===== config.mk =====
export PLATFORM = sky130hd
export DESIGN_NAME = rsd_region_bank
export DESIGN_NICKNAME = d
export VERILOG_FILES = /design/src/core/rsd_pkg.sv /design/src/core/rsd_size_decode.sv /design/src/core/rsd_ident_rom.sv /design/src/core/rsd_region_bank.sv
export SDC_FILE = /design/constraint.sdc
export NUM_CORES = 1
export LEC_CHECK = 0
export BUFFER_PORTS_ARGS = -buffer_cell sky130_fd_sc_hd__buf_4
export CAP_MARGIN = 0
export CORE_MARGIN = 4
export CORE_UTILIZATION = 50
export CTS_BUF_LIST = sky130_fd_sc_hd__clkbuf_8
export CTS_CLUSTER_SIZE = 10
export DETAILED_ROUTE_END_ITERATION = 8
export PLACE_DENSITY = 0.83
export SLEW_MARGIN = 10
export SYNTH_ARGS = -nofsm -noshare
export SYNTH_HDL_FRONTEND = slang
export SYNTH_SLANG_ARGS = --single-unit
export TNS_END_PERCENT = 50

===== constraint.sdc =====
create_clock -name sys_clk_i -period 3.7 [get_ports sys_clk_i]
set_input_delay 0.37 -clock sys_clk_i [delete_from_list [all_inputs] [get_ports sys_clk_i]]
set_output_delay 0.37 -clock sys_clk_i [all_outputs]
set_load 0.1 [all_outputs]

===== src/core/rsd_pkg.sv =====
// constants shared by the region size decode and identification bank
package rsd_pkg;

   // ---------------------------------------------------------------
   // address space and register port
   // ---------------------------------------------------------------
   localparam int unsigned ADDR_W      = 40;            // device address width
   localparam int unsigned HIGH_W      = ADDR_W - 32;   // base bits kept in setup high
   localparam int unsigned BUS_AW      = 12;
   localparam int unsigned DATA_W      = 32;
   localparam int unsigned ALIGN_LSB   = 15;            // lowest base bit ever constrained

   // ---------------------------------------------------------------
   // register offsets (byte addresses)
   // ---------------------------------------------------------------
   localparam logic [11:0] OFS_SETUP_LOW  = 12'h000;
   localparam logic [11:0] OFS_SETUP_HIGH = 12'h004;
   localparam logic [11:0] OFS_ATTR       = 12'h008;
   localparam logic [11:0] OFS_STATUS     = 12'h00c;
   localparam logic [11:0] OFS_IDENT_0    = 12'hfe0;
   localparam logic [11:0] OFS_IDENT_1    = 12'hfe4;
   localparam logic [11:0] OFS_IDENT_2    = 12'hfe8;
   localparam logic [11:0] OFS_IDENT_3    = 12'hfec;
   localparam int unsigned IDENT_IDX_LSB  = 2;

   // ---------------------------------------------------------------
   // attribute and status fields
   // ---------------------------------------------------------------
   localparam int unsigned ATTR_EN_BIT     = 0;
   localparam int unsigned ATTR_SIZE_LSB   = 1;
   localparam int unsigned ATTR_SIZE_MSB   = 6;
   localparam int unsigned ST_USABLE_BIT   = 0;
   localparam int unsigned ST_MISALIGN_BIT = 1;
   localparam int unsigned ST_ACTIVE_BIT   = 2;
   localparam int unsigned ST_LOG2_LSB     = 8;
   localparam int unsigned ST_LOG2_MSB     = 14;

   // ---------------------------------------------------------------
   // size code decode
   // ---------------------------------------------------------------
   localparam logic [5:0] SIZE_CODE_MIN   = 6'h0e;      // 32KB, below is reserved
   localparam logic [5:0] SIZE_CODE_MAX   = 6'(ADDR_W - 1);
   localparam logic [6:0] SIZE_LOG2_BIAS  = 7'h01;      // bytes = 2**(code + 1)

   // ---------------------------------------------------------------
   // reset values
   // ---------------------------------------------------------------
   localparam logic [5:0] RST_SIZE_CODE = 6'h00;
   localparam logic       RST_EN        = 1'b0;

   // ---------------------------------------------------------------
   // identification fields (values arbitrary)
   // ---------------------------------------------------------------
   localparam logic [3:0]  ID_FIX_REV    = 4'h0;
   localparam logic [3:0]  ID_CUST_MOD   = 4'h0;
   localparam logic [3:0]  ID_REVISION   = 4'h2;
   localparam logic        ID_MAKER_USED = 1'b1;
   localparam logic [6:0]  ID_MAKER_CODE = 7'h2c;
   localparam logic [11:0] ID_COMP_TYPE  = 12'h5a6;

endpackage : rsd_pkg


===== src/core/rsd_size_decode.sv =====
// region size code to byte count and alignment mask
`timescale 1ns/1ps
module rsd_size_decode (
   input  wire logic [5:0]                       size_code_i,
   output logic      [6:0]                       size_log2_o,
   output logic                                  usable_o,
   output logic      [rsd_pkg::ADDR_W-1:rsd_pkg::ALIGN_LSB] keep_mask_o
);
   import rsd_pkg::*;

   // ---------------------------------------------------------------
   // decode
   // ---------------------------------------------------------------
   assign size_log2_o = {1'b0, size_code_i} + SIZE_LOG2_BIAS;
   // codes past the address width cannot be reached, so they are refused
   assign usable_o    = (size_code_i >= SIZE_CODE_MIN)
                      && (size_code_i <= SIZE_CODE_MAX);

   genvar b;
   generate
      for (b = ALIGN_LSB; b < ADDR_W; b = b + 1) begin : g_mask
         // base bit survives only at or above the region size
         assign keep_mask_o[b] = (7'(b) >= size_log2_o);
      end
   endgenerate
endmodule : rsd_size_decode


===== src/core/rsd_ident_rom.sv =====
// constant identification bytes, split across four registers
`timescale 1ns/1ps
module rsd_ident_rom (
   input  wire logic [1:0] index_i,
   output logic      [7:0] ident_byte_o
);
   import rsd_pkg::*;

   // ---------------------------------------------------------------
   // byte table
   // ---------------------------------------------------------------
   always_comb begin
      case (index_i)
         2'h0:    ident_byte_o = ID_COMP_TYPE[7:0];
         2'h1:    ident_byte_o = {ID_MAKER_CODE[3:0], ID_COMP_TYPE[11:8]};
         2'h2:    ident_byte_o = {ID_REVISION, ID_MAKER_USED, ID_MAKER_CODE[6:4]};
         2'h3:    ident_byte_o = {ID_FIX_REV, ID_CUST_MOD};
         default: ident_byte_o = 8'h00;
      endcase
   end
endmodule : rsd_ident_rom


===== src/core/rsd_region_bank.sv =====
// register bank: region base, size decode and identification registers
// What this block does
// - size codes decode to power-of-two byte counts
// - base held in setup registers, alignment applied
// - identification low byte meaningful, upper undefined
// - identification registers constant, writes ignored
// - four identification bytes form one field word
// - maker code split across second, third bytes
// - component type split across first, second bytes
// - third byte upper nibble holds revision
// - third byte bit three always one
// - six-bit size field, small codes reserved
// - address width caps usable size codes
//
// The placing of the registers and strobed register access were left to the implementer.
`timescale 1ns/1ps
module rsd_region_bank (
   input  wire logic                      sys_clk_i,
   input  wire logic                      reset_i,
   input  wire logic [rsd_pkg::BUS_AW-1:0] addr_i,
   input  wire logic [rsd_pkg::DATA_W-1:0] wdata_i,
   input  wire logic                      wr_i,
   input  wire logic                      rd_i,
   output logic      [rsd_pkg::DATA_W-1:0] rdata_o,
   output logic      [rsd_pkg::ADDR_W-1:0] region_base_o,
   output logic      [6:0]                 region_size_log2_o,
   output logic                           region_active_o,
   output logic                           region_misaligned_o
);
   import rsd_pkg::*;

   // ---------------------------------------------------------------
   // stored state
   // ---------------------------------------------------------------
   logic [ADDR_W-1:ALIGN_LSB] base;
   logic [ADDR_W-1:ALIGN_LSB] next_base;
   logic [5:0]                size_code;
   logic [5:0]                next_size_code;
   logic                      en;
   logic                      next_en;

   // ---------------------------------------------------------------
   // derived outputs, registered
   // ---------------------------------------------------------------
   logic [ADDR_W-1:0]         eff_base;
   logic [ADDR_W-1:0]         next_eff_base;
   logic [6:0]                size_log2_q;
   logic [6:0]                next_size_log2_q;
   logic                      active;
   logic                      next_active;
   logic                      misaligned;
   logic                      next_misaligned;
   logic [DATA_W-1:0]         rdata;
   logic [DATA_W-1:0]         next_rdata;

   // ---------------------------------------------------------------
   // helpers
   // ---------------------------------------------------------------
   logic [6:0]                dec_log2;
   logic                      dec_usable;
   logic [ADDR_W-1:ALIGN_LSB] keep_mask;
   logic [ADDR_W-1:ALIGN_LSB] kept_bits;
   logic [ADDR_W-1:ALIGN_LSB] stray_bits;
   logic [1:0]                ident_idx;
   logic [7:0]                ident_byte;
   logic                      ident_hit;
   logic [DATA_W-1:0]         status_word;

   // ---------------------------------------------------------------
   // address decode
   // ---------------------------------------------------------------
   logic                      hit_setup_low;
   logic                      hit_setup_high;
   logic                      hit_attr;
   logic                      hit_status;
   logic                      wr_setup_low;
   logic                      wr_setup_high;
   logic                      wr_attr;

   // ---------------------------------------------------------------
   // read words
   // ---------------------------------------------------------------
   logic [DATA_W-1:0]         setup_low_word;
   logic [DATA_W-1:0]         setup_high_word;
   logic [DATA_W-1:0]         attr_word;
   logic [DATA_W-1:0]         ident_word;
   logic [DATA_W-1:0]         sel_word;

   rsd_size_decode u_size_decode (
      .size_code_i (size_code),
      .size_log2_o (dec_log2),
      .usable_o    (dec_usable),
      .keep_mask_o (keep_mask)
   );

   rsd_ident_rom u_ident_rom (
      .index_i      (ident_idx),
      .ident_byte_o (ident_byte)
   );

   // ---------------------------------------------------------------
   // offset match
   // ---------------------------------------------------------------
   assign hit_setup_low  = (addr_i == OFS_SETUP_LOW);
   assign hit_setup_high = (addr_i == OFS_SETUP_HIGH);
   assign hit_attr       = (addr_i == OFS_ATTR);
   assign hit_status     = (addr_i == OFS_STATUS);
   assign ident_hit      = (addr_i == OFS_IDENT_0) || (addr_i == OFS_IDENT_1)
                        || (addr_i == OFS_IDENT_2) || (addr_i == OFS_IDENT_3);
   assign ident_idx      = addr_i[IDENT_IDX_LSB+1:IDENT_IDX_LSB];

   // read-only offsets get no strobe, so writes there are dropped
   assign wr_setup_low   = wr_i && hit_setup_low;
   assign wr_setup_high  = wr_i && hit_setup_high;
   assign wr_attr        = wr_i && hit_attr;

   // ---------------------------------------------------------------
   // base address store
   // ---------------------------------------------------------------
   always_comb begin
      next_base = base;
      // bits below the lowest constrained one are never stored
      if (wr_setup_low) begin
         next_base[DATA_W-1:ALIGN_LSB] = wdata_i[DATA_W-1:ALIGN_LSB];
      end
      if (wr_setup_high) begin
         next_base[ADDR_W-1:DATA_W] = wdata_i[HIGH_W-1:0];
      end
   end

   always_ff @(posedge sys_clk_i or posedge reset_i) begin
      if (reset_i) begin
         base <= '0;
      end else begin
         base <= next_base;
      end
   end

   // ---------------------------------------------------------------
   // attribute store
   // ---------------------------------------------------------------
   always_comb begin
      next_size_code = size_code;
      next_en        = en;
      if (wr_attr) begin
         next_size_code = wdata_i[ATTR_SIZE_MSB:ATTR_SIZE_LSB];
         next_en        = wdata_i[ATTR_EN_BIT];
      end
   end

   always_ff @(posedge sys_clk_i or posedge reset_i) begin
      if (reset_i) begin
         size_code <= RST_SIZE_CODE;
         en        <= RST_EN;
      end else begin
         size_code <= next_size_code;
         en        <= next_en;
      end
   end

   // ---------------------------------------------------------------
   // region decode
   // ---------------------------------------------------------------
   // low base bits inside the region are ignored, not trusted
   assign kept_bits  = base & keep_mask;
   assign stray_bits = base & ~keep_mask;

   // ---------------------------------------------------------------
   // effective base
   // ---------------------------------------------------------------
   always_comb begin
      next_eff_base = {kept_bits, {ALIGN_LSB{1'b0}}};
   end

   always_ff @(posedge sys_clk_i or posedge reset_i) begin
      if (reset_i) begin
         eff_base <= '0;
      end else begin
         eff_base <= next_eff_base;
      end
   end

   // ---------------------------------------------------------------
   // region size
   // ---------------------------------------------------------------
   always_comb begin
      next_size_log2_q = dec_log2;
   end

   always_ff @(posedge sys_clk_i or posedge reset_i) begin
      if (reset_i) begin
         size_log2_q <= '0;
      end else begin
         size_log2_q <= next_size_log2_q;
      end
   end

   // ---------------------------------------------------------------
   // active flag
   // ---------------------------------------------------------------
   always_comb begin
      next_active = en && dec_usable;
   end

   always_ff @(posedge sys_clk_i or posedge reset_i) begin
      if (reset_i) begin
         active <= 1'b0;
      end else begin
         active <= next_active;
      end
   end

   // ---------------------------------------------------------------
   // misalignment flag
   // ---------------------------------------------------------------
   always_comb begin
      // flag software that broke the size boundary
      next_misaligned = dec_usable && (|stray_bits);
   end

   always_ff @(posedge sys_clk_i or posedge reset_i) begin
      if (reset_i) begin
         misaligned <= 1'b0;
      end else begin
         misaligned <= next_misaligned;
      end
   end

   // ---------------------------------------------------------------
   // region outputs
   // ---------------------------------------------------------------
   assign region_base_o       = eff_base;
   assign region_size_log2_o  = size_log2_q;
   assign region_active_o     = active;
   assign region_misaligned_o = misaligned;

   // ---------------------------------------------------------------
   // read words
   // ---------------------------------------------------------------
   always_comb begin
      status_word                              = '0;
      status_word[ST_USABLE_BIT]               = dec_usable;
      status_word[ST_MISALIGN_BIT]             = misaligned;
      status_word[ST_ACTIVE_BIT]               = active;
      status_word[ST_LOG2_MSB:ST_LOG2_LSB]     = size_log2_q;
   end

   always_comb begin
      setup_low_word                     = '0;
      setup_low_word[DATA_W-1:ALIGN_LSB] = base[DATA_W-1:ALIGN_LSB];
   end

   always_comb begin
      setup_high_word             = '0;
      setup_high_word[HIGH_W-1:0] = base[ADDR_W-1:DATA_W];
   end

   always_comb begin
      attr_word                              = '0;
      attr_word[ATTR_SIZE_MSB:ATTR_SIZE_LSB] = size_code;
      attr_word[ATTR_EN_BIT]                 = en;
   end

   always_comb begin
      // upper bits undefined, driven zero
      ident_word                        = '0;
      ident_word[$bits(ident_byte)-1:0] = ident_byte;
   end

   // ---------------------------------------------------------------
   // read select
   // ---------------------------------------------------------------
   always_comb begin
      sel_word = '0;
      if (ident_hit) begin
         // pure lookup, no state touched
         sel_word = ident_word;
      end else if (hit_setup_low) begin
         sel_word = setup_low_word;
      end else if (hit_setup_high) begin
         sel_word = setup_high_word;
      end else if (hit_attr) begin
         sel_word = attr_word;
      end else if (hit_status) begin
         sel_word = status_word;
      end
   end

   always_comb begin
      // idle cycles and unmapped offsets both read zero
      next_rdata = '0;
      if (rd_i) begin
         next_rdata = sel_word;
      end
   end

   always_ff @(posedge sys_clk_i or posedge reset_i) begin
      if (reset_i) begin
         rdata <= '0;
      end else begin
         rdata <= next_rdata;
      end
   end

   assign rdata_o = rdata;
endmodule : rsd_region_bank


==> flow_metrics.tcl <==
set metrics [dict create \
    dr.first_iter.drc_count 226 \
    numCtsBuffers 9 \
    grt_pass1_vias 3646 \
    grt_pass1_wl_um 19700 \
    core_um2 9200 \
    synth-seq-cells 98 \
    synth_cell_type_count 66 \
    start_util_pct 51.1 \
    gp_congestion 0.930 \
    synth_edf_count 0 \
    slew_violations 0 \
    rows 35 \
    netlist_area_um2 4700 \
    maxCapViolations 0 \
    synth-main-ff-cell "dfrtp_1" \
    reg2reg_to "region_misaligned_o" \
    critPathMaxFanout 15 \
    cts.path.max_buffers 2 \
    drtAntennaViolNets 0 \
    cts_tree "built" \
    hold_ws_ns 0.210 \
    drcViolationCount 0 \
    grt.total_usage_pct 22.6 \
    die_width_um 105 \
    r2r_cells 8 \
    nets 608 \
    hpwl_um 9530 \
    wl_per_cell_um 18.5 \
    antenna_found_initial 0 \
    period_needed_ns 3.01 \
    crit_path_end_kind "flop" \
    cp-startpoint "size_code[0]" \
    final_cell_mix "116 x buf_4, 98 x dfrtp_1, 42 x nand2_1, 36 x and2_1, 22 x o21ai_0" \
    clock_sinks 98 \
    n_antenna_cell 0 \
    rrSetupSlack_ns 0.69 \
    min_period_over_period_pct 81.2 \
    totalPowerFinal_mw 1.91 \
    finalHoldViolations 0 \
    status "finished, final reports clean" \
    ys_warn_count 0 \
    io_buffer_count 106 \
    dieArea_um2 11000 \
    layout_commonest_cell "buf_4" \
    max_slew_margin_pct 43.5 \
    post_route_cells_drive_above_1_share_pct 30.3 \
    post-cts-setup-buffers 0 \
    synth_top_area_share_pct 52.1 \
    post-route-util_pct 62.6 \
    clk_latency_ns 0.36 \
    synth.area.top_cells "dfrtp_1 52%, and2_1 4.8%, mux2_2 4.8%" \
    p_leak_nw 2.92 \
    r2r-start "size_code[0]" \
    fin_tns_setup_ns 0 \
    overflow 0 \
    routed_wl_um 12400 \
    synthCells 447 \
    max-vdd-ir-drop_v 0.000191 \
    finalClockSkew_ns 0.0141 \
    required_ns 3.93 \
    grt_setup_unrepaired "no" \
    firstDrtPassIters 5 \
    viasPerCell 5.62 \
    tightest_slew_ns 0.845 \
    avgSynthCellArea_um2 10.5 \
    setup_viol 0 \
    synth_top_area_cell "dfrtp_1" \
    grt_max_degree 51 \
    area_growth_syn_to_layout_pct 22.4 \
    path_clk_slew_ns 0.11 \
    h-tree-depth 3 \
    io_pins 129 \
    cts_root_buffer "clkbuf_8" \
    critical_path_class "reg2reg" \
    start_kind "flop" \
    ys_seq_area_share_pct 52.1 \
    hold_class "in2reg" \
    fmax_ghz 0.333 \
    dieHeight_um 105 \
    dr_total_vias 3774 \
    power.density_nw_per_um2 332 \
    ys_async_sr_fraction_pct 100 \
    crit_end "region_misaligned_o" \
    critPathArrivalTime_ns 3.23 \
]
[synthesized netlist by cell type (all sizes together) (5+ instances only)]
cell type	n
buf	27
inv	21
a31oi	7
nand3	13
a22oi	5
mux2	22
o21ai	27
nor2	18
and2	36
dfrtp	98
clkbuf	6
nor3b	5
nand2	42
nor2b	7
a21oi	21
nor3	10
a21boi	7
o21a	7
[worst min path at each step]
stage	from	to	depth (start not counted)
2_1_floorplan	base[28]	rdata_o[28]	1
3_3_place_gp	reset_i	base[25]	2
3_5_place_dp	reset_i	base[23]	2
4_1_cts	wdata_i[28]	base[28]	3
5_1_grt	wdata_i[17]	base[17]	2
6_report	wdata_i[19]	base[19]	3
[logic make-up after synthesis]
logic type | after synthesis | share of synthesized area [%]
adder cells (fa/ha/maj) | 4 | 1.06
XOR/XNOR | 4 | 0.905
other | 1 | 0.0797
AND/OR/NAND/NOR | 149 | 17.1
multiplexers | 26 | 6.20
flip-flops | 98 | 52.1
AO/OA/AOI/OAI | 111 | 16.5
buffers and inverters | 54 | 6.04
[report_power, final]
part / switching [mW] / internal (mW)
sequential: 0.00408 / 1.07
clock: 0.392 / 0.255
combinational: 0.140 / 0.0463
[area by class of cell]
cell class | count | area [um2]
tap | 111 | 139
fill | 757 | 3440
clock inverter | 7 | 60.1
clock buffer | 9 | 124
sequential | 98 | 2450
inverter | 21 | 80.1
timing repair buffer | 117 | 881
multi-input combinational | 309 | 2020
[worst max-delay path: stages, from the launching register on]
cell and delay [ns]:
dfrtp_1 0.56, ha_1 0.59, and3_1 0.32, nand3_1 0.11, a21oi_2 0.44, a211oi_1 0.14
a221oi_1 0.39, and4_1 0.24, a31oi_1 0.09
[flip-flops by register name, indices dropped and copies added, names as in the netlist]
register,count
region_active_o,1
region_base_o,25
base,25
en,1
region_misaligned_o,1
rdata_o,32
size_code,6
region_size_log2_o,7
[per-layer routing]
metal / wire length (um) / up-vias / GRT usage, % / part of all wire, %
met1: 5500 / 1859 / 30.9 / 44
li1: - / 1761 / - / -
met5: 0 / - / 0 / 0
met4: 172 / 0 / 5.72 / 1.4
met3: 570 / 15 / 4.01 / 4.6
met2: 6190 / 139 / 37.5 / 50
[through the flow]
stage / instances / setup slack, ns / area, um2
global placement: 655 / 0.768 / 5560
global route: 672 / 0.515 / 5760
detailed placement: 655 / 0.758 / 5560
floorplan: 461 / 0.768 / 4760
CTS: 672 / 0.737 / 5760
finish: 672 / 0.694 / 5760
[what timing repair did]
item	CTS	global route
gates resized for setup	0	0
endpoints found under the hold margin	9	0
endpoints found under the setup margin	0	0
hold buffers	1	0
No activity file was read; power rests on OpenSTA's default activity.
